File: src/hdl/assi_pkg.sv
// Package for the sequence input select block: register map, fields and states
package assi_pkg;
  localparam logic [7:0] SEL_OFFSET = 8'h00;
  localparam logic [7:0] CTL_OFFSET = 8'h04;
  localparam logic [7:0] STAT_OFFSET = 8'h08;
  localparam logic [31:0] SEL_RESET = 32'h0000_0000;
  localparam logic [31:0] CTL_RESET = 32'h0000_0000;
  // Writable selection bits: 1:0, 5:4, ... 29:28; gaps are read-only zero
  localparam logic [31:0] SEL_WMASK = 32'h3333_3333;
  localparam int FIELD_STRIDE = 4;
  localparam int NUM_SAMPLES = 8;
  localparam logic [2:0] LAST_POS = 3'h7;
  // Control register: end flags in 7:0, differential flags in 15:8
  localparam int CTL_END_LSB = 0;
  localparam int CTL_DIFF_LSB = 8;
  localparam logic [31:0] CTL_WMASK = 32'h0000_FFFF;
  // Status: bit 0 busy, bits 6:4 current position
  localparam int STAT_BUSY_BIT = 0;
  localparam int STAT_POS_LSB = 4;

  typedef enum logic [1:0] {
    ST_IDLE = 2'b01,
    ST_CONV = 2'b10
  } assi_state_e;

  typedef struct packed {
    logic valid;
    logic diff;
    logic [2:0] pos;
    logic [1:0] sel;
    logic [3:0] pin_p;
    logic [3:0] pin_n;
  } assi_conv_req_s;
endpackage

File: src/hdl/assi_top.sv
// Sequence input select register with Wishbone slave and sample stepping
`timescale 1ns/1ps
`default_nettype none
module assi_top
  import assi_pkg::*;
(
  input wire logic clk_i,
  input wire logic rst_i,
  input wire logic wb_cyc_i,
  input wire logic wb_stb_i,
  input wire logic wb_we_i,
  input wire logic [7:0] wb_adr_i,
  input wire logic [31:0] wb_dat_i,
  input wire logic [3:0] wb_sel_i,
  output logic [31:0] wb_dat_o,
  output logic wb_ack_o,
  input wire logic seq_start_i,
  input wire logic conv_done_i,
  output assi_conv_req_s conv_req_o,
  output logic seq_done_o
);

  // Writable part of one register: byte lanes enabled by sel, limited to the mask
  function automatic logic [31:0] lane_mask(input logic [3:0] sel, input logic [31:0] wm);
    logic [31:0] m;
    m = 32'h0000_0000;
    for (int b = 0; b < 4; b++) begin
      m[8*b +: 8] = {8{sel[b]}};
    end
    lane_mask = m & wm;
  endfunction

  // New write data where the mask is set, old contents everywhere else
  function automatic logic [31:0] lane_merge(input logic [31:0] old, input logic [31:0] nw,
                                             input logic [31:0] m);
    lane_merge = (old & ~m) | (nw & m);
  endfunction

  // Lowest bit of the selection field of sample position n
  function automatic logic [4:0] field_lsb(input logic [2:0] n);
    field_lsb = 5'(FIELD_STRIDE * int'(n));
  endfunction

  // Two-bit selection field of sample position n
  function automatic logic [1:0] field_at(input logic [31:0] r, input logic [2:0] n);
    field_at = r[field_lsb(n) +: 2];
  endfunction

  // Per-position flag out of an eight-bit flag group
  function automatic logic flag_at(input logic [7:0] flags, input logic [2:0] n);
    flag_at = flags[n];
  endfunction

  // Readback rebuilt field by field so every gap reads as constant zero
  function automatic logic [31:0] pack_fields(input logic [7:0][1:0] f);
    logic [31:0] w;
    w = 32'h0000_0000;
    for (int n = 0; n < NUM_SAMPLES; n++) begin
      w[FIELD_STRIDE*n +: 2] = f[n];
    end
    pack_fields = w;
  endfunction

  // Positive pin: the field itself, or the even pin 2i of pair i
  function automatic logic [3:0] pin_pos(input logic [1:0] f, input logic diff);
    pin_pos = diff ? {1'b0, f, 1'b0} : {2'b00, f};
  endfunction

  // Negative pin: odd pin 2i+1 of pair i, zero when single-ended
  function automatic logic [3:0] pin_neg(input logic [1:0] f, input logic diff);
    pin_neg = diff ? {1'b0, f, 1'b1} : 4'h0;
  endfunction

  // Status word: busy flag and current position, all other bits zero
  function automatic logic [31:0] status_word(input logic bsy, input logic [2:0] n);
    logic [31:0] s;
    s = 32'h0000_0000;
    s[STAT_BUSY_BIT] = bsy;
    s[STAT_POS_LSB +: 3] = n;
    status_word = s;
  endfunction

  // Next sample position; the end test stops the walk before it could wrap
  function automatic logic [2:0] next_pos(input logic [2:0] n);
    next_pos = n + 3'h1;
  endfunction

  logic [31:0] sel_q;
  logic [31:0] sel_d;
  logic [31:0] ctl_q;
  logic [31:0] ctl_d;
  logic [31:0] rdat_q;
  logic ack_q;
  assi_state_e state_q;
  assi_state_e state_d;
  logic [2:0] pos_q;
  logic [2:0] pos_d;
  assi_conv_req_s req_q;
  assi_conv_req_s req_d;
  logic done_q;
  logic [1:0] cur_sel;

  // Handshake: the request is taken on the edge where it is first seen without ack;
  // read data is captured there and ack stands for the single following cycle.
  // The write itself lands on the next edge, the one at which the master sees ack,
  // so a master that gives up before ack leaves the registers untouched.
  wire logic bus_req = wb_cyc_i & wb_stb_i & ~ack_q;
  wire logic bus_wr = wb_cyc_i & wb_stb_i & wb_we_i & ack_q;
  wire logic hit_sel = (wb_adr_i == SEL_OFFSET);
  wire logic hit_ctl = (wb_adr_i == CTL_OFFSET);
  wire logic hit_stat = (wb_adr_i == STAT_OFFSET);
  wire logic wr_sel = bus_wr & hit_sel;
  wire logic wr_ctl = bus_wr & hit_ctl;
  // Gap bits never enter the write mask, so they stay at their zero reset
  wire logic [31:0] sel_wr_mask = lane_mask(wb_sel_i, SEL_WMASK);
  wire logic [31:0] ctl_wr_mask = lane_mask(wb_sel_i, CTL_WMASK);

  assign sel_d = wr_sel ? lane_merge(sel_q, wb_dat_i, sel_wr_mask) : sel_q;
  assign ctl_d = wr_ctl ? lane_merge(ctl_q, wb_dat_i, ctl_wr_mask) : ctl_q;

  // Named views of the selection fields, one per sample position
  wire logic [1:0] first_sample_input_sel = field_at(sel_q, 3'h0);
  wire logic [1:0] second_sample_input_sel = field_at(sel_q, 3'h1);
  wire logic [1:0] third_sample_input_sel = field_at(sel_q, 3'h2);
  wire logic [1:0] fourth_sample_input_sel = field_at(sel_q, 3'h3);
  wire logic [1:0] fifth_sample_input_sel = field_at(sel_q, 3'h4);
  wire logic [1:0] sixth_sample_input_sel = field_at(sel_q, 3'h5);
  wire logic [1:0] seventh_sample_input_sel = field_at(sel_q, 3'h6);
  wire logic [1:0] eighth_sample_input_sel = field_at(sel_q, 3'h7);
  // Highest position first, so that element n is the field of position n
  wire logic [7:0][1:0] field_vec = {eighth_sample_input_sel, seventh_sample_input_sel,
    sixth_sample_input_sel, fifth_sample_input_sel, fourth_sample_input_sel,
    third_sample_input_sel, second_sample_input_sel, first_sample_input_sel};

  // Per-position end and differential flags
  wire logic [7:0] end_flags = ctl_q[CTL_END_LSB +: NUM_SAMPLES];
  wire logic [7:0] differential_sample_flag = ctl_q[CTL_DIFF_LSB +: NUM_SAMPLES];

  // Sequencer status; a start while busy and a done while idle are both ignored
  wire logic busy = (state_q == ST_CONV);
  wire logic start_ok = seq_start_i & ~busy;
  wire logic step_ok = busy & conv_done_i & req_q.valid;
  wire logic cur_end = flag_at(end_flags, pos_q);
  wire logic at_last = (pos_q == LAST_POS);
  // A set end flag stops the walk; later fields are never requested
  wire logic seq_end = cur_end | at_last;

  // Readback values of the three mapped words
  wire logic [31:0] sel_rd = pack_fields(field_vec);
  wire logic [31:0] ctl_rd = ctl_q & CTL_WMASK;
  wire logic [31:0] stat_rd = status_word(busy, pos_q);
  // Unmapped addresses are acked with zero data rather than stalling the bus
  wire logic [31:0] rdat_d = hit_sel ? sel_rd
                           : hit_ctl ? ctl_rd
                           : hit_stat ? stat_rd
                           : 32'h0000_0000;

  // Sequencer: idle until started, then one position per finished conversion
  always_comb begin
    state_d = state_q;
    pos_d = pos_q;
    unique case (state_q)
      ST_IDLE: begin
        if (start_ok) begin
          pos_d = 3'h0;
          state_d = ST_CONV;
        end
      end
      ST_CONV: begin
        if (step_ok) begin
          if (seq_end) begin
            state_d = ST_IDLE;
          end else begin
            pos_d = next_pos(pos_q);
          end
        end
      end
      default: begin
        state_d = ST_IDLE;
        pos_d = 3'h0;
      end
    endcase
  end

  // Field of the position about to be requested; it follows pos_d so the request
  // and its field change on the same edge
  always_comb begin
    cur_sel = first_sample_input_sel;
    unique case (pos_d)
      3'h0: cur_sel = first_sample_input_sel;
      3'h1: cur_sel = second_sample_input_sel;
      3'h2: cur_sel = third_sample_input_sel;
      3'h3: cur_sel = fourth_sample_input_sel;
      3'h4: cur_sel = fifth_sample_input_sel;
      3'h5: cur_sel = sixth_sample_input_sel;
      3'h6: cur_sel = seventh_sample_input_sel;
      3'h7: cur_sel = eighth_sample_input_sel;
    endcase
  end

  // Request word for the next cycle
  wire logic next_diff = flag_at(differential_sample_flag, pos_d);
  always_comb begin
    req_d = '0;
    req_d.valid = (state_d == ST_CONV);
    req_d.pos = pos_d;
    req_d.sel = cur_sel;
    req_d.diff = next_diff;
    req_d.pin_p = pin_pos(cur_sel, next_diff);
    req_d.pin_n = pin_neg(cur_sel, next_diff);
  end

  wire logic done_d = busy & (state_d == ST_IDLE);

  // Selection register
  always_ff @(posedge clk_i) begin
    if (rst_i) begin
      sel_q <= SEL_RESET;
    end else begin
      sel_q <= sel_d;
    end
  end

  // Control register
  always_ff @(posedge clk_i) begin
    if (rst_i) begin
      ctl_q <= CTL_RESET;
    end else begin
      ctl_q <= ctl_d;
    end
  end

  // Read data is captured on the taking edge and stands unchanged with ack
  always_ff @(posedge clk_i) begin
    if (rst_i) begin
      rdat_q <= 32'h0000_0000;
    end else begin
      if (bus_req) begin
        rdat_q <= rdat_d;
      end
    end
  end

  // Acknowledge
  always_ff @(posedge clk_i) begin
    if (rst_i) begin
      ack_q <= 1'b0;
    end else begin
      ack_q <= bus_req;
    end
  end

  // Sequencer state and position
  always_ff @(posedge clk_i) begin
    if (rst_i) begin
      state_q <= ST_IDLE;
      pos_q <= 3'h0;
    end else begin
      state_q <= state_d;
      pos_q <= pos_d;
    end
  end

  // Conversion request
  always_ff @(posedge clk_i) begin
    if (rst_i) begin
      req_q <= '0;
    end else begin
      req_q <= req_d;
    end
  end

  // End-of-sequence pulse
  always_ff @(posedge clk_i) begin
    if (rst_i) begin
      done_q <= 1'b0;
    end else begin
      done_q <= done_d;
    end
  end

  assign wb_dat_o = rdat_q;
  assign wb_ack_o = ack_q;
  assign conv_req_o = req_q;
  assign seq_done_o = done_q;

endmodule
`default_nettype wire

File: config.mk
export PLATFORM = sky130hd
export DESIGN_NAME = assi_top
export DESIGN_NICKNAME = d
export VERILOG_FILES = /design/src/hdl/assi_pkg.sv /design/src/hdl/assi_top.sv
export SDC_FILE = /design/constraint.sdc
export NUM_CORES = 1
export LEC_CHECK = 0
export CAP_MARGIN = 20
export CORE_UTILIZATION = 45
export CTS_BUF_LIST = sky130_fd_sc_hd__clkbuf_4 sky130_fd_sc_hd__clkbuf_8
export DETAILED_ROUTE_END_ITERATION = 10
export DONT_BUFFER_PORTS = 1
export PLACE_DENSITY = 0.62
export SETUP_SLACK_MARGIN = 0.2
export SLEW_MARGIN = 40
export SYNTH_ARGS = -nofsm -noshare
export SYNTH_HDL_FRONTEND = slang
export SYNTH_SLANG_ARGS = --single-unit
File: constraint.sdc
create_clock -name clk_i -period 7.3 [get_ports clk_i]
set_input_delay 0.365 -clock clk_i [delete_from_list [all_inputs] [get_ports clk_i]]
set_output_delay 0.365 -clock clk_i [all_outputs]
set_load 0.01 [all_outputs]
# Word-level counts from Yosys, hierarchy flattened
# Index checks and enable logic that the tools add are counted.
# totals
word_cells	76
regBits	115
# op_classes
n_bitwise	22
mux	18
reduce_logical	4
addsub	1
eq_ne	14
n_lt_le_gt_ge	2
# op_table
op	n
32-bit bitwise AND	2
32-bit OR	2
32-bit by 16-bit bitwise AND with 32-bit output	1
32-bit by 30-bit bitwise AND with 32-bit output	1
16-bit inverter with 32-bit output	1
30-bit inverter with 32-bit output	1
30-bit 2-to-1 mux	1
16-bit 2-to-1 mux	1
2-bit one-hot mux with 8 select lines	1
3-bit equality test (second input constant)	5
1-bit bitwise AND	10
3-bit 2-to-1 mux	3
8-bit by 3-bit equality test with 1-bit output (second input constant)	1
8-bit by 4-bit equality test with 1-bit output (second input constant)	1
8-bit zero test	1
3-bit by 4-bit less-than comparator with 1-bit output (second input constant)	2
2-bit 2-to-1 mux	4
7-bit 2-to-1 mux	1
1-bit binary-select mux with 3-bit select	2
3-bit by 2-bit equality test with 1-bit output (second input constant)	2
3-bit one-hot mux with 2 select lines	1
2-bit by 1-bit equality test with 1-bit output (second input constant)	2
2-bit equality test (second input constant)	2
2-bit one-hot mux with 2 select lines	1
other kinds (7)	12

# Depth between registers and ports, before layout
# Gate-level depths: netlist of run 1.
# depth
ltp_word	10
depth_mapped	12

# Worst setup path after synthesis of run 1
# Ideal clock, no wire load.
# synth_timing
path_type	register to register
from	register state_q[0]
to	register req_q (netlist bit conv_req_o[5])
t_arrival_ns	2.547
required_ns	7.228
slack_ns	4.681
stages_incl_launch_ff	12
path_cell_list	dfxtp_1 > inv_1 > ha_1 > buf_2 > nand2b_1 > a21o_1 > o31a_2 > mux2i_1 > o21ai_0 > a21o_1 > a311o_1 > mux2i_1
# synth_between
elab_chain_len	8
word_cells_on_any_way	21
classes_between	eq/ne: 9; mux: 7; bitwise: 4; reduce/logical: 1
# synth_rtl
element	line_no	rtl
start: declaration	assi_top.sv:94	assi_state_e state_q;
start signal: assignment	assi_top.sv:259	state_q <= state_d;
2-bit equality test	assi_top.sv:140, assi_top.sv:162	
1-bit bitwise AND / 1-bit inverter (equally long branches)	assi_top.sv:142, assi_top.sv:141	
1-bit bitwise AND, on equally long branches	assi_top.sv:142, assi_top.sv:141	
3-bit 2-to-1 mux, on equally long branches	assi_top.sv:170, assi_top.sv:164	
3-bit one-hot mux with 2 select lines (*)	assi_top.sv:162	unique case (state_q)
3-bit equality test, or another cell as far along	assi_top.sv:189	unique case (pos_d)
2-bit one-hot mux with 8 select lines / 1-bit 2-to-1 mux (equally long branches)	assi_top.sv:189, assi_top.sv:51	
2-bit 2-to-1 mux (*)	assi_top.sv:66	pin_pos = diff ? {1'b0, f, 1'b0} : {2'b00, f};
end signal: assignment	assi_top.sv:269	req_q <= req_d;
end: declaration	assi_top.sv:98	assi_conv_req_s req_q;
# Every way passes the cells marked *; elsewhere a longest branch is shown, timed or not. The select of a mux whose other input is x is not followed.
# A chain may end at the register's enable or synchronous reset.

==> tab_implementation.tex, run 1 <==
\begin{tabular}{lr}
\hline
Metric & Value \\
\hline
\multicolumn{2}{l}{\textbf{Floorplan}} \\
\quad Core ar. & 6869 sq um \\
\quad Die outline height & slightly below 90 um \\
\quad Count of pins on the block boundary & 100 \\
\quad Area of the die & around 7500 sq um \\
\quad Site Rows & 30 \\
\quad Die span in x & 86.85 um \\
\quad Initial standard-cell utilization of the core & 47.16\% \\
\multicolumn{2}{l}{\textbf{Clocking}} \\
\quad CTS tree & built \\
\quad PostCTS Resize Cnt & 0 \\
\quad Max Buffers Root-to-Sink & 2 \\
\quad Clock tree root buffer cell & clkbuf\_8 \\
\quad Clock transition at the register clock pins on the worst setup and hold paths after CTS & about 80 ps \\
\quad Hold-fix buffers, CTS & 0 \\
\quad Sinks on Clock Net & slightly above 70 \\
\quad Clock H-tree levels & 3 \\
\quad Setup fix buffers added after clock tree synthesis & 0 \\
\quad Insertion delay of the later-clocked pin in the worst-skew pair & 350 ps \\
\quad Clock buffer count from CTS & 9 \\
\multicolumn{2}{l}{\textbf{Route}} \\
\quad Total wire length & between 8 and 9 mm \\
\quad Vias & roughly 2900 \\
\quad Number of DRC markers in iteration 0 & 317 \\
\quad Per-cell via count in the routed design & 5.827 \\
\quad DRC violation count after routing & 0 \\
\quad Average routed wire per standard cell & 16.34 um \\
\quad Number of detailed-route iterations in the first pass & 5 \\
\quad Routed Antenna Nets & 0 \\
\multicolumn{2}{l}{\textbf{STA}} \\
\quad Worst Slack Setup Final & 4070 ps \\
\quad Fin crit period & about 3200 ps \\
\quad Tcrit/Tclk final & 44.24\% \\
\quad Slew at the pin with the worst max-slew slack & 668.9 ps \\
\quad Max Freq & 309.6 MHz \\
\quad Final count of hold timing violations & 0 \\
\quad Final TNS setup & 0 ps \\
\quad RSZ-0062 raised after global routing & no \\
\quad Tightest hold margin & 77.73 ps \\
\quad Worst slew margin & 55.34\% \\
\quad Count of endpoints failing setup in the final report & 0 \\
\quad Count of pins over their slew limit & 0 \\
\quad Final setup skew & 8.034 ps \\
\multicolumn{2}{l}{\textbf{Yosys}} \\
\quad Proportion of synthesized chip area in sequential cells & 43.88\% \\
\quad Instance count of the mapped netlist & 401 \\
\quad Post-synthesis async set-or-reset flop share & 0\% \\
\quad Synthesis Warnings & 0 \\
\quad Post-synthesis area per instance & 8.078 sq um \\
\quad Cell area after synthesis & 3239 sq um \\
\quad Share of the synthesized area in the top cell type & 43.88\% \\
\quad Number of register bits inferred by synthesis & 71 \\
\quad EDFF count, synth & 0 \\
\quad Distinct cells, synth & 45 \\
\quad Cell accounting for the most synthesized area & dfxtp\_1 \\
\quad Dominant cells by area after synthesis & dfxtp\_1 44\%, nand3\_1 8.5\%, a21oi\_1 8.2\% \\
\quad Predominant post-synthesis flop cell & dfxtp\_1 \\
\multicolumn{2}{l}{\textbf{Pwr}} \\
\quad Power, Total & 876.9 uW \\
\quad PwrDens & approximately 250 nW/um\^{}2 \\
\quad Static Leakage & 1.152 nW \\
\quad Maximum resistive drop on vdd & 147.8 uV \\
\multicolumn{2}{l}{\textbf{Cells and area}} \\
\quad Top library cells by usage in the layout, fill and taps aside & 71 x dfxtp\_1, 63 x nand2\_1, 55 x nand3\_1, 53 x a21oi\_1, 23 x nor2\_1 \\
\quad Multi-input logic area & 1630 sq um \\
\quad Fraction of final layout cells with drive strength greater than 1 & under 10\% \\
\quad Sequential Area & 1421 sq um \\
\quad Most common library cell in the layout ignoring fill and taps & dfxtp\_1 \\
\quad Area growth syn-to-layout & 7.802\% \\
\quad \# fillers & roughly 700 \\
\quad Diodes inserted & 0 \\
\quad Final cell utilization of the core & 50.84\% \\
\quad Final layout net count & 445 \\
\multicolumn{2}{l}{\textbf{Hold path}} \\
\quad Number of cells on the worst hold path & 1 \\
\quad Worst hold path endpoint & state\_q[1]\$\_SDFF\_PP0\_ \\
\quad Hold path start & rst\_i \\
\quad Worst hold-check path type & input port to flop \\
\multicolumn{2}{l}{\textbf{Setup path}} \\
\quad FF-to-FF Start & conv\_req\_o[10]\$\_SDFF\_PP0\_ \\
\quad Count of cells along the worst register-to-register path & 8 \\
\quad Maximum net fanout on the critical path & 13 \\
\quad Crit-path slowest cell & dfxtp\_1 \\
\quad Critical path required time & 7520 ps \\
\quad Startpoint type of the worst setup path & flop \\
\quad Worst stage delay on the critical path & approximately 750 ps \\
\quad Endpoint of the worst register-to-register path & conv\_req\_o[5]\$\_SDFF\_PP0\_ \\
\quad Arrival @ worst endpoint & 3450 ps \\
\quad Worst-path cell chain & mux2i\_1, o221ai\_2, or3\_4, a311o\_1, a41oi\_1, o221ai\_1, o221ai\_1, mux2i\_1 \\
\quad Crit Path Class & flop to flop \\
\quad Register-to-register setup slack & roughly 4100 ps \\
\quad Kind of capture point of the worst setup path & flop \\
\multicolumn{2}{l}{\textbf{Placement}} \\
\quad Half-perimeter wire length of the detailed placement result & around 5.7 mm \\
\quad Setup slack at placement & 4162 ps \\
\quad Final weighted congestion in routability-driven placement & 0.8944 \\
\quad Port bufs & 0 \\
\multicolumn{2}{l}{\textbf{Global route}} \\
\quad Vias in the first global route & 2513 \\
\quad Antenna violations before repair & 0 \\
\quad Overflow left after global routing & 0 \\
\quad Pin count of the biggest net entering global routing & between 60 and 70 \\
\quad Global route hottest layer & met2 \\
\quad Fraction of met1 tracks used by global routing & 30.40\% \\
\quad GRT Overall Usage & between 20\% and 30\% \\
\quad M2 GR Usage & 32.57\% \\
\quad Global-route wire length before repair & between 10 and 15 mm \\
\quad Global Route met3 Usage & 8.381\% \\
\multicolumn{2}{l}{\textbf{Run status}} \\
\quad Result of the run & complete, no violations \\
\multicolumn{2}{l}{\textbf{Run}} \\
\quad Number of maximum-capacitance constraint violations & 0 \\
\hline
\end{tabular}
-- per-layer routing --
layer | up-vias | part of all wire (%)
li1 | 1383 | -
met1 | 1321 | 47
met2 | 144 | 43
met3 | 13 | 9.1
met4 | 0 | 1.6
met5 | - | 0
-- layout make-up --
type / count / area share (%)
multi-input combinational: 293 / 46.69
sequential: 71 / 40.70
clock buffer: 10 / 3.941
tap: 96 / 3.440
clock inverter: 6 / 3.081
timing repair buffer: 5 / 1.075
inverter: 10 / 1.075
-- cells in the mapped netlist, types with 4 or more instances --
cell type	number
dfxtp_1	71
nor2_1	23
nor3_1	13
a22oi_1	4
buf_4	12
o21ai_0	5
clkbuf_1	21
nand2_1	63
a21oi_1	53
ha_1	4
a221oi_1	5
inv_1	10
mux2i_1	11
nand3_1	55
-- report_power, final --
group          total (mW)  switching, mW  leakage [nW]  internal [mW]
Sequential          0.405        0.00887         0.573          0.396
Combinational      0.0902         0.0554         0.456         0.0347
Clock               0.382          0.147         0.122          0.235
-- cells by family (layout without fill, tap and decap cells) --
kind of cell,after synthesis,after routing,synth area share (%)
simple gates,171,171,24.03
compound gates,95,95,19.31
flops,71,71,43.88
buf+inv,46,31,7.030
mux,13,13,4.094
fa+ha+maj,4,4,1.545
other cells,1,10,0.1158
-- worst max path at each step --
stage | startpoint | to | slack [ps] | cells past startpoint
after CTS | conv_req_o[10]$_SDFF_PP0_ | conv_req_o[5]$_SDFF_PP0_ | 4120 | 8
after global routing | conv_req_o[10]$_SDFF_PP0_ | conv_req_o[5]$_SDFF_PP0_ | 3760 | 10
final | conv_req_o[10]$_SDFF_PP0_ | conv_req_o[5]$_SDFF_PP0_ | 4070 | 8
after detailed placement | conv_req_o[10]$_SDFF_PP0_ | conv_req_o[5]$_SDFF_PP0_ | 4160 | 8
after global placement | conv_req_o[10]$_SDFF_PP0_ | conv_req_o[5]$_SDFF_PP0_ | 4190 | 10
after floorplan | state_q[0]$_SDFF_PP1_ | conv_req_o[5]$_SDFF_PP0_ | 4680 | 11
-- through the flow --
stage | instances | area (sq um)
global route | 491 | 3492
floorplan | 410 | 3273
global placement | 475 | 3247
detailed placement | 475 | 3247
CTS | 491 | 3492
finish | 491 | 3492
-- worst max-delay path, delay by kind of cell (launching register included) --
family | cells | cell delay (ps)
AO/OA/AOI/OAI | 5 | 1500
flip-flops | 1 | 750
multiplexers | 2 | 420
AND/OR/NAND/NOR | 1 | 400
Power figures use the tool's default switching activity.
==> inputs of run 2 (changes only) <==
--- a/config.mk
+++ b/config.mk
@@ -5,12 +5,13 @@
 export SDC_FILE = /design/constraint.sdc
 export NUM_CORES = 1
 export LEC_CHECK = 0
+export ABC_AREA = 1
 export CAP_MARGIN = 20
 export CORE_UTILIZATION = 45
 export CTS_BUF_LIST = sky130_fd_sc_hd__clkbuf_4 sky130_fd_sc_hd__clkbuf_8
 export DETAILED_ROUTE_END_ITERATION = 10
 export DONT_BUFFER_PORTS = 1
-export PLACE_DENSITY = 0.62
+export PLACE_DENSITY = 0.64
 export SETUP_SLACK_MARGIN = 0.2
 export SLEW_MARGIN = 40
 export SYNTH_ARGS = -nofsm -noshare
==> constraint.sdc (replaced) <==
create_clock -name clk_i -period 2.7 [get_ports clk_i]
set_input_delay 0.135 -clock clk_i [delete_from_list [all_inputs] [get_ports clk_i]]
set_output_delay 0.135 -clock clk_i [all_outputs]
set_load 0.01 [all_outputs]
==> run 2 against run 1 <==
Non-clock buffer count is 15 higher. Global-route usage is 1.1 points lower. Sequential share of layout area is 1.5 points lower. Cell count is 11% higher. Clock skew is 1.3 ps higher. Combinational power grew to 2.7 times the previous value. Routed wire length is 4.5% lower. Register-to-register slack worse by 3600 ps. Total power is 140% higher. Worst hold slack worse by 73 ps. Critical path type unchanged. Critical endpoint unchanged. Largest power group unchanged.
==> tab_implementation.tex, run 2 <==
\begin{tabular}{lr}
\hline
Metric & Value \\
\hline
\multicolumn{2}{l}{\textbf{Placement}} \\
\quad Half-perimeter wire length of the detailed placement result & 5.546 mm (-2.9\%) \\
\quad Final weighted congestion in routability-driven placement & 0.8193 (-8.4\%) \\
\quad Placed insts & 515 (+8.4\%) \\
\quad Port bufs & 0 (unchanged) \\
\quad Dpl cell area & 3313 sq um (+2.0\%) \\
\multicolumn{2}{l}{\textbf{Setup path}} \\
\quad Worst stage delay on the critical path & 400 ps (-350 ps) \\
\quad Count of cells along the worst register-to-register path & 16 (+8) \\
\quad Arrival @ worst endpoint & 2450 ps (-1000 ps) \\
\quad Endpoint of the worst register-to-register path & conv\_req\_o[5]\$\_SDFF\_PP0\_ \\
\quad FF-to-FF Start & conv\_req\_o[11]\$\_SDFF\_PP0\_ \\
\quad Startpoint type of the worst setup path & flop \\
\quad Register-to-register setup slack & 490 ps (-3580 ps) \\
\quad Startpoint of the most critical setup path & conv\_req\_o[11]\$\_SDFF\_PP0\_ \\
\quad Crit Path Class & flop to flop \\
\quad Cell with the most instances on the worst path & nand2\_1 \\
\quad Crit-path slowest cell & dfxtp\_1 \\
\quad Critical path required time & 2940 ps (-4580 ps) \\
\quad Maximum net fanout on the critical path & 9 (-4) \\
\quad Kind of capture point of the worst setup path & flop \\
\quad Capture point of the critical path & conv\_req\_o[5]\$\_SDFF\_PP0\_ \\
\quad Worst-path cell chain & ha\_1, ha\_1, inv\_1, nand2\_1, nor2\_2, nand3\_2, nand2\_1, nand2\_2, nand3\_4, nor2\_2, nand3\_1, nand2\_1, nor2\_1, nand3\_2, nand2\_1, nand2\_1 \\
\multicolumn{2}{l}{\textbf{Yosys}} \\
\quad EDFF count, synth & 0 (unchanged) \\
\quad Proportion of synthesized chip area in sequential cells & 43.54\% (-0.34 points) \\
\quad Share of the synthesized area in the top cell type & 43.54\% (-0.34 points) \\
\quad Synthesis Warnings & 0 (unchanged) \\
\quad Cell area after synthesis & 3264 sq um (+0.77\%) \\
\quad Predominant post-synthesis flop cell & dfxtp\_1 \\
\quad Distinct cells, synth & 31 (-31\%) \\
\quad Number of register bits inferred by synthesis & 71 (unchanged) \\
\quad Instance count of the mapped netlist & 431 (+7.5\%) \\
\quad Post-synthesis area per instance & 7.574 sq um (-6.2\%) \\
\quad Cell accounting for the most synthesized area & dfxtp\_1 \\
\quad Post-synthesis async set-or-reset flop share & 0\% (unchanged) \\
\quad Dominant cells by area after synthesis & dfxtp\_1 44\%, nand2\_1 8.2\%, inv\_1 7.1\% \\
\quad Synth top cells by count & 71 x dfxtp\_1, 71 x nand2\_1, 62 x inv\_1 \\
\multicolumn{2}{l}{\textbf{Route}} \\
\quad Total wire length & 7.660 mm (-4.5\%) \\
\quad Wire length on met3 & 622 um (-14\%) \\
\quad M1 WL & 3.523 mm (-6.1\%) \\
\quad Met2 Wirelength & 3.452 mm (+1.1\%) \\
\quad DRC violation count after routing & 0 (unchanged) \\
\quad Max Used Layer & met4 \\
\quad Vias & 2789 (-2.5\%) \\
\quad Average routed wire per standard cell & 14.08 um (-14\%) \\
\quad Routed Antenna Nets & 0 (unchanged) \\
\quad Per-cell via count in the routed design & 5.127 (-12\%) \\
\quad Number of detailed-route iterations in the first pass & 4 (-1) \\
\quad Number of DRC markers in iteration 0 & 123 (-61\%) \\
\multicolumn{2}{l}{\textbf{Clocking}} \\
\quad Clock buffer count from CTS & 9 (unchanged) \\
\quad Clock tree root buffer cell & clkbuf\_8 \\
\quad Setup fix buffers added after clock tree synthesis & 0 (unchanged) \\
\quad Clock transition at the register clock pins on the worst setup and hold paths after CTS & 70 ps (about the same) \\
\quad Clock H-tree levels & 3 (unchanged) \\
\quad Insertion delay of the later-clocked pin in the worst-skew pair & 340 ps (about the same) \\
\quad CTS tree & built \\
\quad Max Buffers Root-to-Sink & 2 (unchanged) \\
\quad Sinks on Clock Net & 71 (unchanged) \\
\multicolumn{2}{l}{\textbf{STA}} \\
\quad Final count of hold timing violations & 0 (unchanged) \\
\quad Slew at the pin with the worst max-slew slack & 745.1 ps (+76.15 ps) \\
\quad RSZ-0062 raised after global routing & no \\
\quad Worst slew margin & 50.14\% (-5.2 points) \\
\quad Count of pins over their slew limit & 0 (unchanged) \\
\quad Fin crit period & 2211 ps (-1019 ps) \\
\quad Max Freq & 452.3 MHz (+46\%) \\
\quad Tightest hold margin & 5.179 ps (-72.55 ps) \\
\quad Final setup skew & 9.305 ps (+1.271 ps) \\
\quad Tcrit/Tclk final & 81.89\% (+38 points) \\
\quad Final TNS setup & 0 ps (unchanged) \\
\quad Count of endpoints failing setup in the final report & 0 (unchanged) \\
\multicolumn{2}{l}{\textbf{Floorplan}} \\
\quad Die outline height & 87.17 um (+0.37\%) \\
\quad Area of the die & 7599 sq um (+0.75\%) \\
\quad Die span in x & 87.17 um (+0.37\%) \\
\quad Site Rows & 30 (unchanged) \\
\quad Initial standard-cell utilization of the core & 47.26\% (+0.11 points) \\
\quad Count of pins on the block boundary & 100 (unchanged) \\
\quad Core ar. & 6907 sq um (+0.55\%) \\
\multicolumn{2}{l}{\textbf{Cells and area}} \\
\quad Fraction of final layout cells with drive strength greater than 1 & 11.61\% (+3.0 points) \\
\quad Diodes inserted & 0 (unchanged) \\
\quad \# fillers & 730 (+4.7\%) \\
\quad Most common library cell in the layout ignoring fill and taps & nand2\_1 \\
\quad Finished Layout Cells & 544 (+11\%) \\
\quad Top library cells by usage in the layout, fill and taps aside & 71 x nand2\_1, 70 x dfxtp\_1, 62 x inv\_1, 43 x a21oi\_1, 43 x o21ai\_0 \\
\quad Final layout net count & 500 (+12\%) \\
\quad Area growth syn-to-layout & 11.23\% \\
\quad Sequential Area & 1423 sq um (about the same) \\
\quad Multi-input logic area & 1484 sq um (-9.0\%) \\
\quad Final instance area & 3631 sq um (+4.0\%) \\
\multicolumn{2}{l}{\textbf{Global route}} \\
\quad Overflow left after global routing & 0 (unchanged) \\
\quad Antenna violations before repair & 0 (unchanged) \\
\quad GRT Overall Usage & 21.33\% (-1.1 points) \\
\quad Vias in the first global route & 2643 (+5.2\%) \\
\quad Pin count of the biggest net entering global routing & 30 (-55\%) \\
\quad Global-route wire length before repair & 12.34 mm (-2.6\%) \\
\multicolumn{2}{l}{\textbf{Hold path}} \\
\quad Worst hold-check path type & input port to flop \\
\quad Number of cells on the worst hold path & 2 (+1) \\
\multicolumn{2}{l}{\textbf{Run status}} \\
\quad Result of the run & complete, no violations \\
\multicolumn{2}{l}{\textbf{Run}} \\
\quad Number of maximum-capacitance constraint violations & 0 (unchanged) \\
\multicolumn{2}{l}{\textbf{Pwr}} \\
\quad PwrDens & 579.1 nW/um\^{}2 (+130\%) \\
\quad Maximum resistive drop on vdd & 209.9 uV (+42\%) \\
\quad Static Leakage & 1.433 nW (+24\%) \\
\hline
\end{tabular}
[run 2: changes by cell type after synthesis, moves of 8 or more]
cell     delta
a21oi_1    -10
inv_1      +52
mux2i_1    -11
nand2_1     +8
nand3_1    -34
nand4_1    +10
nor2_2      +8
nor3_1     -11
o21ai_0    +38
[run 2: how the worst min path moves through the flow]
| stage | slack [ps] | end | startpoint |
|---|---|---|---|
| global route | 10 | flop | wb_dat_i[17] |
| detailed placement | 210 | wb_dat_o[6]$_SDFFE_PP0P_ | rst_i |
| finish | 5 | flop | wb_dat_i[4] |
| CTS | 0.4 | flop | wb_dat_i[11] |
| global placement | 210 | wb_dat_o[6]$_SDFFE_PP0P_ | rst_i |
| floorplan | 330 | flop | wb_dat_i[15] |
[run 2: final cells by class]
| cell class | count | area share [%] |
|---|---|---|
| Clock buffer | 13 | 4.583 |
| Clock inverter | 1 | 0.1378 |
| Inverter | 66 | 6.892 |
| Multi-Input combinational cell | 277 | 40.87 |
| Sequential cell | 71 | 39.18 |
| Tap cell | 96 | 3.308 |
| Timing Repair Buffer | 20 | 5.031 |
[run 2: cells by family after synthesis]
| kind of cell | after synthesis | share of synthesized area, % |
|---|---|---|
| DFF | 71 | 43.54 |
| and+or+nand+nor | 150 | 22.84 |
| buffers and inverters | 92 | 12.04 |
| AOI/OAI and AO/OA | 113 | 19.93 |
| other | 1 | 0.1149 |
| adders and majority gates | 4 | 1.533 |
[run 2: worst max-delay path: cells and delay by family (launching register included)]
kind,cells,cell delay (ps)
adders and majority gates,2,400
buffers and inverters,1,80
and+or+nand+nor,13,1240
DFF,1,400
[run 2: where the power goes]
| group | switching [mW] | total [mW] | internal [mW] |
|---|---|---|---|
| Clock | 0.360 | 0.753 | 0.393 |
| Sequential | 0.0274 | 1.10 | 1.08 |
| Combinational | 0.168 | 0.246 | 0.0778 |
[run 2: timing repair]
item / 4_1_cts / 5_1_grt
gates resized for setup: 0 / 1
endpoints found under the setup margin: 0 / 6
hold buffers: 15 / 0
hold endpoints to repair: 39 / 0
[run 2: stage by stage]
step / total power [mW] / worst slack, ps / util (%)
finish: 2.103 / 488.9 / 52.57
global route: 2.209 / 261.1 / 52.57
CTS: 2.122 / 311.0 / 52.63
detailed placement: 1.351 / 343.2 / 47.97
global placement: 1.340 / 394.6 / 47.97
floorplan: 1.317 / 713.0 / -
[run 2: layer usage]
| metal | up-vias | track usage, % |
|---|---|---|
| li1 | 1445 | - |
| met1 | 1245 | 27.91 |
| met2 | 92 | 34.00 |
| met3 | 7 | 5.403 |
| met4 | 0 | 7.750 |
| met5 | - | 0 |
